### src/inc/ssp_defines.svh
// constants for the serial module spi port
`ifndef SSP_DEFINES_SVH
`define SSP_DEFINES_SVH
`define SSP_MODE_M4      3'h0
`define SSP_MODE_M16     3'h1
`define SSP_MODE_M64     3'h2
`define SSP_MODE_MSUB    3'h3
`define SSP_MODE_MTMR    3'h4
`define SSP_MODE_SLAVE   3'h5
`define SSP_MODE_TWI     3'h6
`define SSP_MODE_OFF     3'h7
`define SSP_MODE_RESET   3'h7
`define SSP_DIV4_HALF    8'h02
`define SSP_DIV16_HALF   8'h08
`define SSP_DIV64_HALF   8'h20
`define SSP_BITS         4'h8
`endif

### src/inc/ssp_pkg.sv
// types for the serial module spi port
package ssp_pkg;
	typedef struct packed {
		logic [2:0] mode;
		logic       enable;
		logic       lsb_first;
		logic       clk_idle_high;
		logic       rise_edge;
		logic       sel_enable;
	} ssp_cfg_type;

	typedef enum logic [2:0] {
		SSP_IDLE  = 3'b001,
		SSP_SHIFT = 3'b010,
		SSP_DONE  = 3'b100
	} ssp_state_type;
endpackage

### src/core/ssp_buf2.sv
// two-entry valid/ready buffer
`timescale 1ns/100ps
`default_nettype none
module ssp_buf2 #(
	parameter int WIDTH = 8
) (
	input  wire logic             clk,      // clock
	input  wire logic             rst_b,    // async reset, low
	input  wire logic             in_valid, // write side valid
	output var  logic             in_ready, // room available
	input  wire logic [WIDTH-1:0] in_data,  // write data
	output var  logic             out_valid,// word available
	input  wire logic             out_ready,// reader takes
	output var  logic [WIDTH-1:0] out_data  // head word
);
	logic [WIDTH-1:0] mem [2];
	logic             wr_ptr;
	logic             rd_ptr;
	logic [1:0]       count;
	wire              push = in_valid && in_ready;
	wire              pop  = out_valid && out_ready;

	assign in_ready  = (count != 2'h2);
	assign out_valid = (count != 2'h0);
	assign out_data  = mem[rd_ptr];

	always_ff @(posedge clk) begin
		if (push) begin
			mem[wr_ptr] <= in_data;
		end
	end

	always_ff @(posedge clk or negedge rst_b) begin
		if (!rst_b) begin
			wr_ptr <= 1'b0;
			rd_ptr <= 1'b0;
			count  <= 2'h0;
		end else begin
			wr_ptr <= wr_ptr ^ push;
			rd_ptr <= rd_ptr ^ pop;
			count  <= count + {1'b0, push} - {1'b0, pop};
		end
	end

	chk_buf_no_overflow: assert property (@(posedge clk) disable iff (!rst_b)
		count <= 2'h2)
		else $error("buffer count beyond two");
endmodule
`default_nettype wire

### src/core/ssp_core.sv
// serial module spi port: master/slave shifter with pin control
//
// Summary of operation
// - one mode field picks spi or two-wire
// - pin-sharing selection routes serial functions
// - pull-ups allowed on enabled input pins
// - four lines, full duplex data
// - master starts transfers, drives clock
// - master or slave by configuration
// - selectable lsb or msb first
// - selectable rising or falling active edge in slave mode; master uses the edge leaving the clock idle level
// - select enable gives select, else float
// - module enable switches whole interface
// - pin state from mode and enables
// - mode field encodes dividers, slave, off
// - early select release sets incomplete, done
`timescale 1ns/100ps
`default_nettype none
`include "ssp_defines.svh"
module ssp_core
	import ssp_pkg::*;
#(
	parameter int DATA_BITS = 8
) (
	input  wire logic                 CLK,         // 40 mhz system clock
	input  wire logic                 RST_B,       // async reset, low
	input  wire logic [2:0]           SERIAL_MODE_SELECT, // operating mode field
	input  wire logic                 SERIAL_MODULE_ENABLE, // module enable
	input  wire logic                 LSB_FIRST,   // shift order
	input  wire logic                 CLK_IDLE_HIGH, // clock idle level
	input  wire logic                 RISE_EDGE,   // active edge select
	input  wire logic                 SELECT_PIN_ENABLE, // select pin function
	input  wire logic                 PIN_ROUTE,   // pin-sharing selection
	input  wire logic                 PULL_REQ,    // pull-high request
	input  wire logic                 SUB_TICK,    // sub clock tick
	input  wire logic                 TMR_TICK,    // timer match tick
	input  wire logic                 TX_VALID,    // tx word offered
	output var  logic                 TX_READY,    // tx word taken
	input  wire logic [DATA_BITS-1:0] TX_DATA,     // tx word
	output var  logic                 RX_VALID,    // rx word present
	input  wire logic                 RX_READY,    // rx word consumed
	output var  logic [DATA_BITS-1:0] RX_DATA,     // rx word
	input  wire logic                 CLEAR_DONE,  // clears done flag
	input  wire logic                 CLEAR_INCOMPLETE, // clears incomplete flag
	output logic                      TRANSFER_DONE_FLAG, // byte done, sticky
	output logic                      TRANSFER_INCOMPLETE_FLAG, // aborted, sticky
	output logic                      BUSY,        // shifting
	input  wire logic                 SERIAL_DATA_IN_LINE, // data in pin
	output logic                      SERIAL_DATA_OUT_LINE, // data out pin
	output logic                      SDO_OE,      // data out enable
	input  wire logic                 SCK_IN,      // clock pin input
	output logic                      SCK_OUT,     // clock pin output
	output logic                      SCK_OE,      // clock pin enable
	input  wire logic                 SLAVE_SELECT_LINE_IN_B, // select pin input
	output logic                      SLAVE_SELECT_LINE_OUT_B, // select pin output
	output logic                      SLAVE_SELECT_LINE_OE, // select pin enable
	output logic                      PULL_ENABLE  // pull-up allowed
);
	// ----------------------------------------------------------------
	// configuration decode
	// ----------------------------------------------------------------
	ssp_cfg_type cfg;
	assign cfg = '{mode: SERIAL_MODE_SELECT, enable: SERIAL_MODULE_ENABLE,
		lsb_first: LSB_FIRST, clk_idle_high: CLK_IDLE_HIGH,
		rise_edge: RISE_EDGE, sel_enable: SELECT_PIN_ENABLE};

	wire is_slave  = (cfg.mode == `SSP_MODE_SLAVE);
	wire is_master = (cfg.mode <= `SSP_MODE_MTMR);
	wire spi_on    = cfg.enable && PIN_ROUTE && (is_slave || is_master);
	wire sel_on    = spi_on && cfg.sel_enable;

	// ----------------------------------------------------------------
	// pin synchronisers
	// ----------------------------------------------------------------
	logic [1:0] sck_sync;
	logic [1:0] sel_sync;
	logic [1:0] din_sync;
	logic       sck_prev;

	always_ff @(posedge CLK or negedge RST_B) begin
		if (!RST_B) begin
			sck_sync <= 2'h0;
			sel_sync <= 2'h3;
			din_sync <= 2'h0;
			sck_prev <= 1'b0;
		end else begin
			sck_sync <= {sck_sync[0], SCK_IN};
			sel_sync <= {sel_sync[0], SLAVE_SELECT_LINE_IN_B};
			din_sync <= {din_sync[0], SERIAL_DATA_IN_LINE};
			sck_prev <= sck_sync[1];
		end
	end

	wire s_sck_rise = sck_sync[1] && !sck_prev;
	wire s_sck_fall = !sck_sync[1] && sck_prev;
	wire s_selected = !sel_sync[1] || !cfg.sel_enable;

	// ----------------------------------------------------------------
	// master clock generation
	// ----------------------------------------------------------------
	logic [7:0] div_cnt;
	logic       src_tick_prev;
	wire  [7:0] div_half = (cfg.mode == `SSP_MODE_M4)  ? `SSP_DIV4_HALF :
	                       (cfg.mode == `SSP_MODE_M16) ? `SSP_DIV16_HALF : `SSP_DIV64_HALF;
	wire        ext_src  = (cfg.mode == `SSP_MODE_MSUB) ? SUB_TICK : TMR_TICK;
	wire        use_ext  = (cfg.mode == `SSP_MODE_MSUB) || (cfg.mode == `SSP_MODE_MTMR);
	wire        div_hit  = (div_cnt == div_half - 8'h01);
	wire        m_toggle = use_ext ? (ext_src && !src_tick_prev) : div_hit;

	// ----------------------------------------------------------------
	// shift engine
	// ----------------------------------------------------------------
	ssp_state_type state;
	ssp_state_type next_state;
	logic [DATA_BITS-1:0] shreg;
	logic [3:0]           bit_cnt;
	logic                 m_phase;
	logic                 done_pulse;
	logic                 abort_pulse;

	wire buf_valid;
	wire buf_ready;
	wire [DATA_BITS-1:0] buf_data;

	// master takes each bit at the trailing toggle: the synced input then
	// still shows the pin as it stood at the active edge, even at /4
	wire m_edge      = (state == SSP_SHIFT) && is_master && m_toggle;
	wire m_sample    = m_edge && m_phase;
	wire s_active    = (state == SSP_SHIFT) && is_slave && s_selected &&
	                   (cfg.rise_edge ? s_sck_rise : s_sck_fall);
	wire do_sample   = m_sample || s_active;
	wire last_bit    = (bit_cnt == 4'(DATA_BITS - 1));
	wire early_lift  = is_slave && sel_on && sel_sync[1] && (state == SSP_SHIFT) &&
	                   (bit_cnt != 4'h0);
	wire start_ok    = spi_on && TX_VALID && buf_ready &&
	                   (is_master || s_selected);
	wire out_bit     = cfg.lsb_first ? shreg[0] : shreg[DATA_BITS-1];
	wire [DATA_BITS-1:0] shifted = cfg.lsb_first ?
		{din_sync[1], shreg[DATA_BITS-1:1]} : {shreg[DATA_BITS-2:0], din_sync[1]};

	always_comb begin
		next_state = state;
		case (state)
			SSP_IDLE: begin
				if (start_ok) begin
					next_state = SSP_SHIFT;
				end
			end
			SSP_SHIFT: begin
				if (!spi_on || early_lift) begin
					next_state = SSP_IDLE;
				end else if (do_sample && last_bit) begin
					next_state = SSP_DONE;
				end
			end
			SSP_DONE: begin
				next_state = SSP_IDLE;
			end
			default: begin
				next_state = SSP_IDLE;
			end
		endcase
	end

	always_ff @(posedge CLK or negedge RST_B) begin
		if (!RST_B) begin
			state         <= SSP_IDLE;
			shreg         <= '0;
			bit_cnt       <= 4'h0;
			m_phase       <= 1'b0;
			div_cnt       <= 8'h00;
			src_tick_prev <= 1'b0;
		end else begin
			state         <= next_state;
			src_tick_prev <= ext_src;
			div_cnt       <= (div_hit || state != SSP_SHIFT) ? 8'h00 : div_cnt + 8'h01;
			if (state == SSP_IDLE && start_ok) begin
				shreg   <= TX_DATA;
				bit_cnt <= 4'h0;
				m_phase <= 1'b0;
			end else if (do_sample) begin
				shreg   <= shifted;
				bit_cnt <= bit_cnt + 4'h1;
			end
			if (m_edge) begin
				m_phase <= !m_phase;
			end
		end
	end

	wire tx_take = (state == SSP_IDLE) && start_ok;

	// ----------------------------------------------------------------
	// receive buffer
	// ----------------------------------------------------------------
	wire rx_push = (next_state == SSP_DONE) && (state == SSP_SHIFT);
	wire rx_out_valid;

	ssp_buf2 #(.WIDTH(DATA_BITS)) u_rx_buf (
		.clk       (CLK),
		.rst_b     (RST_B),
		.in_valid  (rx_push),
		.in_ready  (buf_ready),
		.in_data   (shifted),
		.out_valid (rx_out_valid),
		.out_ready (RX_READY && RX_VALID),
		.out_data  (buf_data)
	);
	assign buf_valid = rx_out_valid;

	// ----------------------------------------------------------------
	// flags and registered outputs
	// ----------------------------------------------------------------
	// first toggle always leaves the idle level, so no glitch at frame start
	wire m_clk_level = cfg.clk_idle_high ^ m_phase;

	always_ff @(posedge CLK or negedge RST_B) begin
		if (!RST_B) begin
			TRANSFER_DONE_FLAG       <= 1'b0;
			TRANSFER_INCOMPLETE_FLAG <= 1'b0;
			BUSY                     <= 1'b0;
			TX_READY                 <= 1'b0;
			RX_VALID                 <= 1'b0;
			RX_DATA                  <= '0;
			SERIAL_DATA_OUT_LINE     <= 1'b0;
			SDO_OE                   <= 1'b0;
			SCK_OUT                  <= 1'b0;
			SCK_OE                   <= 1'b0;
			SLAVE_SELECT_LINE_OUT_B  <= 1'b1;
			SLAVE_SELECT_LINE_OE     <= 1'b0;
			PULL_ENABLE              <= 1'b0;
		end else begin
			// set wins over a simultaneous clear
			TRANSFER_DONE_FLAG       <= rx_push || early_lift ||
			                            (TRANSFER_DONE_FLAG && !CLEAR_DONE);
			TRANSFER_INCOMPLETE_FLAG <= early_lift ||
			                            (TRANSFER_INCOMPLETE_FLAG && !CLEAR_INCOMPLETE);
			BUSY                     <= (next_state == SSP_SHIFT);
			TX_READY                 <= tx_take;
			RX_VALID                 <= buf_valid && !(RX_READY && RX_VALID);
			RX_DATA                  <= buf_data;
			SERIAL_DATA_OUT_LINE     <= (next_state == SSP_SHIFT) ? out_bit : 1'b0;
			SDO_OE                   <= spi_on && (is_master || s_selected);
			SCK_OUT                  <= (state == SSP_SHIFT) ? m_clk_level : cfg.clk_idle_high;
			SCK_OE                   <= spi_on && is_master;
			SLAVE_SELECT_LINE_OUT_B  <= !(is_master && next_state == SSP_SHIFT);
			SLAVE_SELECT_LINE_OE     <= sel_on && is_master;
			PULL_ENABLE              <= spi_on && PULL_REQ;
		end
	end

	// ----------------------------------------------------------------
	// checks
	// ----------------------------------------------------------------
	chk_done_sticky: assert property (@(posedge CLK) disable iff (!RST_B)
		TRANSFER_DONE_FLAG && !CLEAR_DONE |=> TRANSFER_DONE_FLAG)
		else $error("done flag dropped without clear");
	chk_abort_flags: assert property (@(posedge CLK) disable iff (!RST_B)
		early_lift |=> TRANSFER_DONE_FLAG && TRANSFER_INCOMPLETE_FLAG)
		else $error("early release did not set both flags");
	chk_sck_slave: assert property (@(posedge CLK) disable iff (!RST_B)
		is_slave |=> !SCK_OE)
		else $error("slave drove the clock");
	chk_off_quiet: assert property (@(posedge CLK) disable iff (!RST_B)
		!cfg.enable |=> !SDO_OE && !SCK_OE && !SLAVE_SELECT_LINE_OE)
		else $error("disabled port drives pins");
	chk_sel_float: assert property (@(posedge CLK) disable iff (!RST_B)
		!cfg.sel_enable |=> !SLAVE_SELECT_LINE_OE)
		else $error("select pin driven while disabled");
	chk_done_after: assert property (@(posedge CLK) disable iff (!RST_B)
		rx_push |=> TRANSFER_DONE_FLAG ##1 !BUSY)
		else $error("byte end did not set done");
	chk_bits_bound: assert property (@(posedge CLK) disable iff (!RST_B)
		bit_cnt <= 4'(DATA_BITS))
		else $error("bit count overran");
	chk_busy_master: assert property (@(posedge CLK) disable iff (!RST_B)
		$rose(BUSY) && is_master |-> !SLAVE_SELECT_LINE_OUT_B)
		else $error("master shift without select low");
endmodule
`default_nettype wire

### config.mk
export PLATFORM = sky130hd
export DESIGN_NAME = ssp_core
export DESIGN_NICKNAME = d
export VERILOG_FILES = /design/src/inc/ssp_pkg.sv /design/src/core/ssp_buf2.sv /design/src/core/ssp_core.sv
export VERILOG_INCLUDE_DIRS = /design/src /design/src/inc
export SDC_FILE = /design/constraint.sdc
export NUM_CORES = 1
export LEC_CHECK = 0
export ABC_AREA = 1
export BUFFER_PORTS_ARGS = -buffer_cell sky130_fd_sc_hd__clkbuf_2
export CAP_MARGIN = 40
export CORE_ASPECT_RATIO = 1.5
export CORE_MARGIN = 2
export CORE_UTILIZATION = 25
export DETAILED_ROUTE_END_ITERATION = 6
export PLACE_DENSITY_LB_ADDON = 0.15
export SETUP_SLACK_MARGIN = 0.1
export SLEW_MARGIN = 20
export SYNTH_ARGS = -nofsm -noshare
export SYNTH_HDL_FRONTEND = slang
export SYNTH_HIERARCHICAL = 1
export SYNTH_SLANG_ARGS = --single-unit
export TNS_END_PERCENT = 50
### constraint.sdc
create_clock -name CLK -period 2.7 [get_ports CLK]
set_input_delay 0.135 -clock CLK [delete_from_list [all_inputs] [get_ports CLK]]
set_output_delay 0.135 -clock CLK [all_outputs]
set_load 0.05 [all_outputs]
==> impl_results.md <==
- Placed Area: 0.00350 mm²
- Final net count: 425
- Final HPWL DP: around 4900 µm
- Slowest CP cell: dfrtp_1
- Worst Slack Setup Final: 0.538 ns
- F_max: 463 MHz
- GRT Util Overall: 10.8%
- Mux contribution to synthesized area: 0.363%
- Layout cells sized above 1: 22.5%
- Ys flop type: dfrtp_1
- Worst path cell trace: inv_1, nand2_1, nor3_1, nand3_2, nand2_2, nand3_2, nand2_4, nand3_2, inv_1, nand2_2, inv_1, ha_1
- Initial DRT Pass Iterations: 6
- Worst Path Required: 2.69 ns
- Hold Fails Final Rpt: 0
- CP arrival: roughly 2.2 ns
- RD Place Congestion: 0.737
- Share of the synthesized area in the top cell type: 41.9%
- Routed via count: about 2,300
- Clk slew on worst S/H paths: 0.05 ns
- Htree depth: 3
- Critical Path Start Type: register
- Die area: 0.0133 mm²
- Sw Pwr: ~1.0 mW
- TritonCTS Buffers: 9
- Number of synthesized register bits: 72
- Clock Latency Late Sink: 0.33 ns
- Sw frac: 31.9%
- Max Root-Sink Buffers: 2
- Placed cell count: 523
- Die Ht: 140 µm
- Final setup viols: 0
- GRT overflow: 0
- Syn nets: 360
- Routed len/inst: 11.9 µm
- Maximum VDD drop: 0.329 mV
- Largest family of logic cells by synthesized area: simple AND/OR/NAND/NOR gates
- Crit path capture type: register
- Proportion of power drawn by the clock network: between 30% and 40%
- IO Pins: 49
- # DRC: 0
- Largest net degree at the start of global routing: 30
- Power, Total: 3.28 mW
- PortBufs: 48
- Post-synth top cells: nand2_1 (91), dfrtp_1 (52), inv_1 (44)
- Starting Density: 25.7%
- Final WL: about 6500 µm
- Core area: approximately 0.012 mm²
- Syn avg cell area: roughly 9.5 µm²
- P_int: approximately 2.2 mW
- Final Max Tran Viols: 0
- Synth Area in XOR/XNOR: 1.13%
- Area Growth Syn to Fin: 25.7%
- Mapped Cells: 326
- Vias in the first global route: 2,228
- Status: completed
- RSZ-0062 raised after global routing: false
- Largest stage delay, worst path: roughly 0.4 ns
- Register area share after synthesis: 60.8%
- Ant. Diodes: 0
- Pwr Density: approximately 840 mW/mm²
- Synth Warn #: 6
- Number of distinct library cells after synthesis: 34
- Antenna violations before repair: 0
- FF-to-FF setup slack: 0.54 ns
- Synth area leader: dfrtp_1
- FFs w/ async S/R, synth: 77.8%
- Max_slew headroom: 71.6%
- Design area: between 0.003 and 0.004 mm²
- Synth Area in Compound Gates: roughly 4%
- CTS tree: done
- Crit share post-route: 80.1%
- Dpl ws: 0.361 ns
- DR iter-0 viols: 100
- Post-synthesis adder-cell area fraction: under 10%
- Die X: approximately 95 µm
- Final period demand of the worst path: 2.16 ns
- # rows: 49
- Hold Path Class: input pin to register
- Vias per inst: 4.14
- Setup CP Type: register to register
- First-pass GRT wire length: 10,900 µm
- Area contributors post-synth: dfrtp_1 (42%), edfxtp_1 (15%), nand2_1 (11%), inv_1 (5.3%), nand3_1 (4.4%)
- Post-synth EDFFs: 16
- Fraction of the mapped netlist area in simple logic gates: 24.4%
- Core Util, Final: approximately a third
- Mapped cell area: 0.00310 mm²
- Antenna Nets Post-Route: 0
- Hold_ws: 0.0301 ns
- Worst clock skew: roughly 0.0084 ns
- Slew of the pin with the lowest slew margin: roughly 0.42 ns
- Setup TNS: 0 ns
- Gate power share: 21.5%
- Sequential Power Share: 42.7%
- Clock root buffer: clkbuf_16
- Max Cap Viol: 0
- Leakage power: slightly below 2 nW
- Most numerous cell in the Yosys netlist: nand2_1
- CTS sink cnt: 72
- # resized after CTS: 0
- Crit Path Max Fanout: 8
- Buf+Inv Stages, Crit Path: 3
- CP delay by family, top: simple AND/OR/NAND/NOR gates
- Finished Layout Cells: between 500 and 600
[kinds of logic after synthesis]
kind of cell | count (synthesis)
simple gates | 169
flops | 72
buf+inv | 53
compound gates | 22
fa+ha+maj | 5
xor+xnor | 4
mux | 1
[final timing paths]
kind                                       startpoint                      endpoint  cells past startpoint
worst max-delay path             div_cnt[5]$_DFF_PN0_  u_rx_buf/mem[0][4]$_DFFE_PP_                     12
worst min-delay path                       TX_DATA[4]          shreg[4]$_DFFE_PN0P_                      3
worst max register to register   div_cnt[5]$_DFF_PN0_  u_rx_buf/mem[0][4]$_DFFE_PP_                     12
worst min register to register  sck_sync[0]$_DFF_PN0_         sck_sync[1]$_DFF_PN0_                      0
max in group asynchronous                       RST_B          shreg[7]$_DFFE_PN0P_                      4
min in group asynchronous                       RST_B             SCK_OUT$_DFF_PN0_                      2
[layout make-up]
type	instances	area, µm²
fill	1260	8180
tap	153	191
timing repair buffer	61	368
sequential	72	1890
inverter	46	173
clock buffer	13	250
multi-input combinational	201	990
clock inverter	3	42.5
[layer usage]
metal | vias up | part of all wire (%) | track usage, %
met2 | 52 | 54 | 18.6
met3 | 9 | 5.0 | 3.23
met1 | 1057 | 40 | 12.4
met4 | 0 | 1.5 | 4.35
li1 | 1155 | - | -
met5 | - | 0 | 0
[layout by cell type, fill, tap and decap left out, drive strengths merged, types with 7 or more instances in the layout]
master,Yosys,layout
o21ai,11,11
clkbuf,2,61
dlygate4sd3,0,7
edfxtp,16,16
nand2,95,95
nor2,29,29
nand3,32,32
inv,46,46
a21oi,9,9
dfrtp,52,52
[sequential cells by signal (all words and copies together), names as in the netlist, 2 cells and up]
| name | cells |
|---|---|
| div_cnt | 8 |
| shreg | 8 |
| sck_sync | 2 |
| u_rx_buf/mem | 16 |
| u_rx_buf/count | 2 |
| sel_sync | 2 |
| bit_cnt | 4 |
| RX_DATA | 8 |
| din_sync | 2 |
| state | 3 |
[power by group through the flow]
stage / Sequential, mW / Clock (mW) / Combinational (mW)
after global routing: 1.43 / 1.27 / 0.797
after detailed placement: 1.43 / 0 / 0.711
final: 1.40 / 1.17 / 0.708
after floorplan: 1.61 / 0 / 0.331
after CTS: 1.41 / 1.20 / 0.721
after global placement: 1.42 / 0 / 0.708
[worst min-delay path: cells and delay by family]
kind / cells / cell delay, ns
buffers and inverters: 1 / 0.08
AND/OR/NAND/NOR: 2 / 0.11
[timing repair]
action / 4_1_cts / 5_1_grt
endpoints found under the setup margin: 0 / 1
buffers inserted: 0 / 2
endpoints found under the hold margin: 29 / 0
hold buffers: 7 / 0
(Power assumes the default switching activity.)
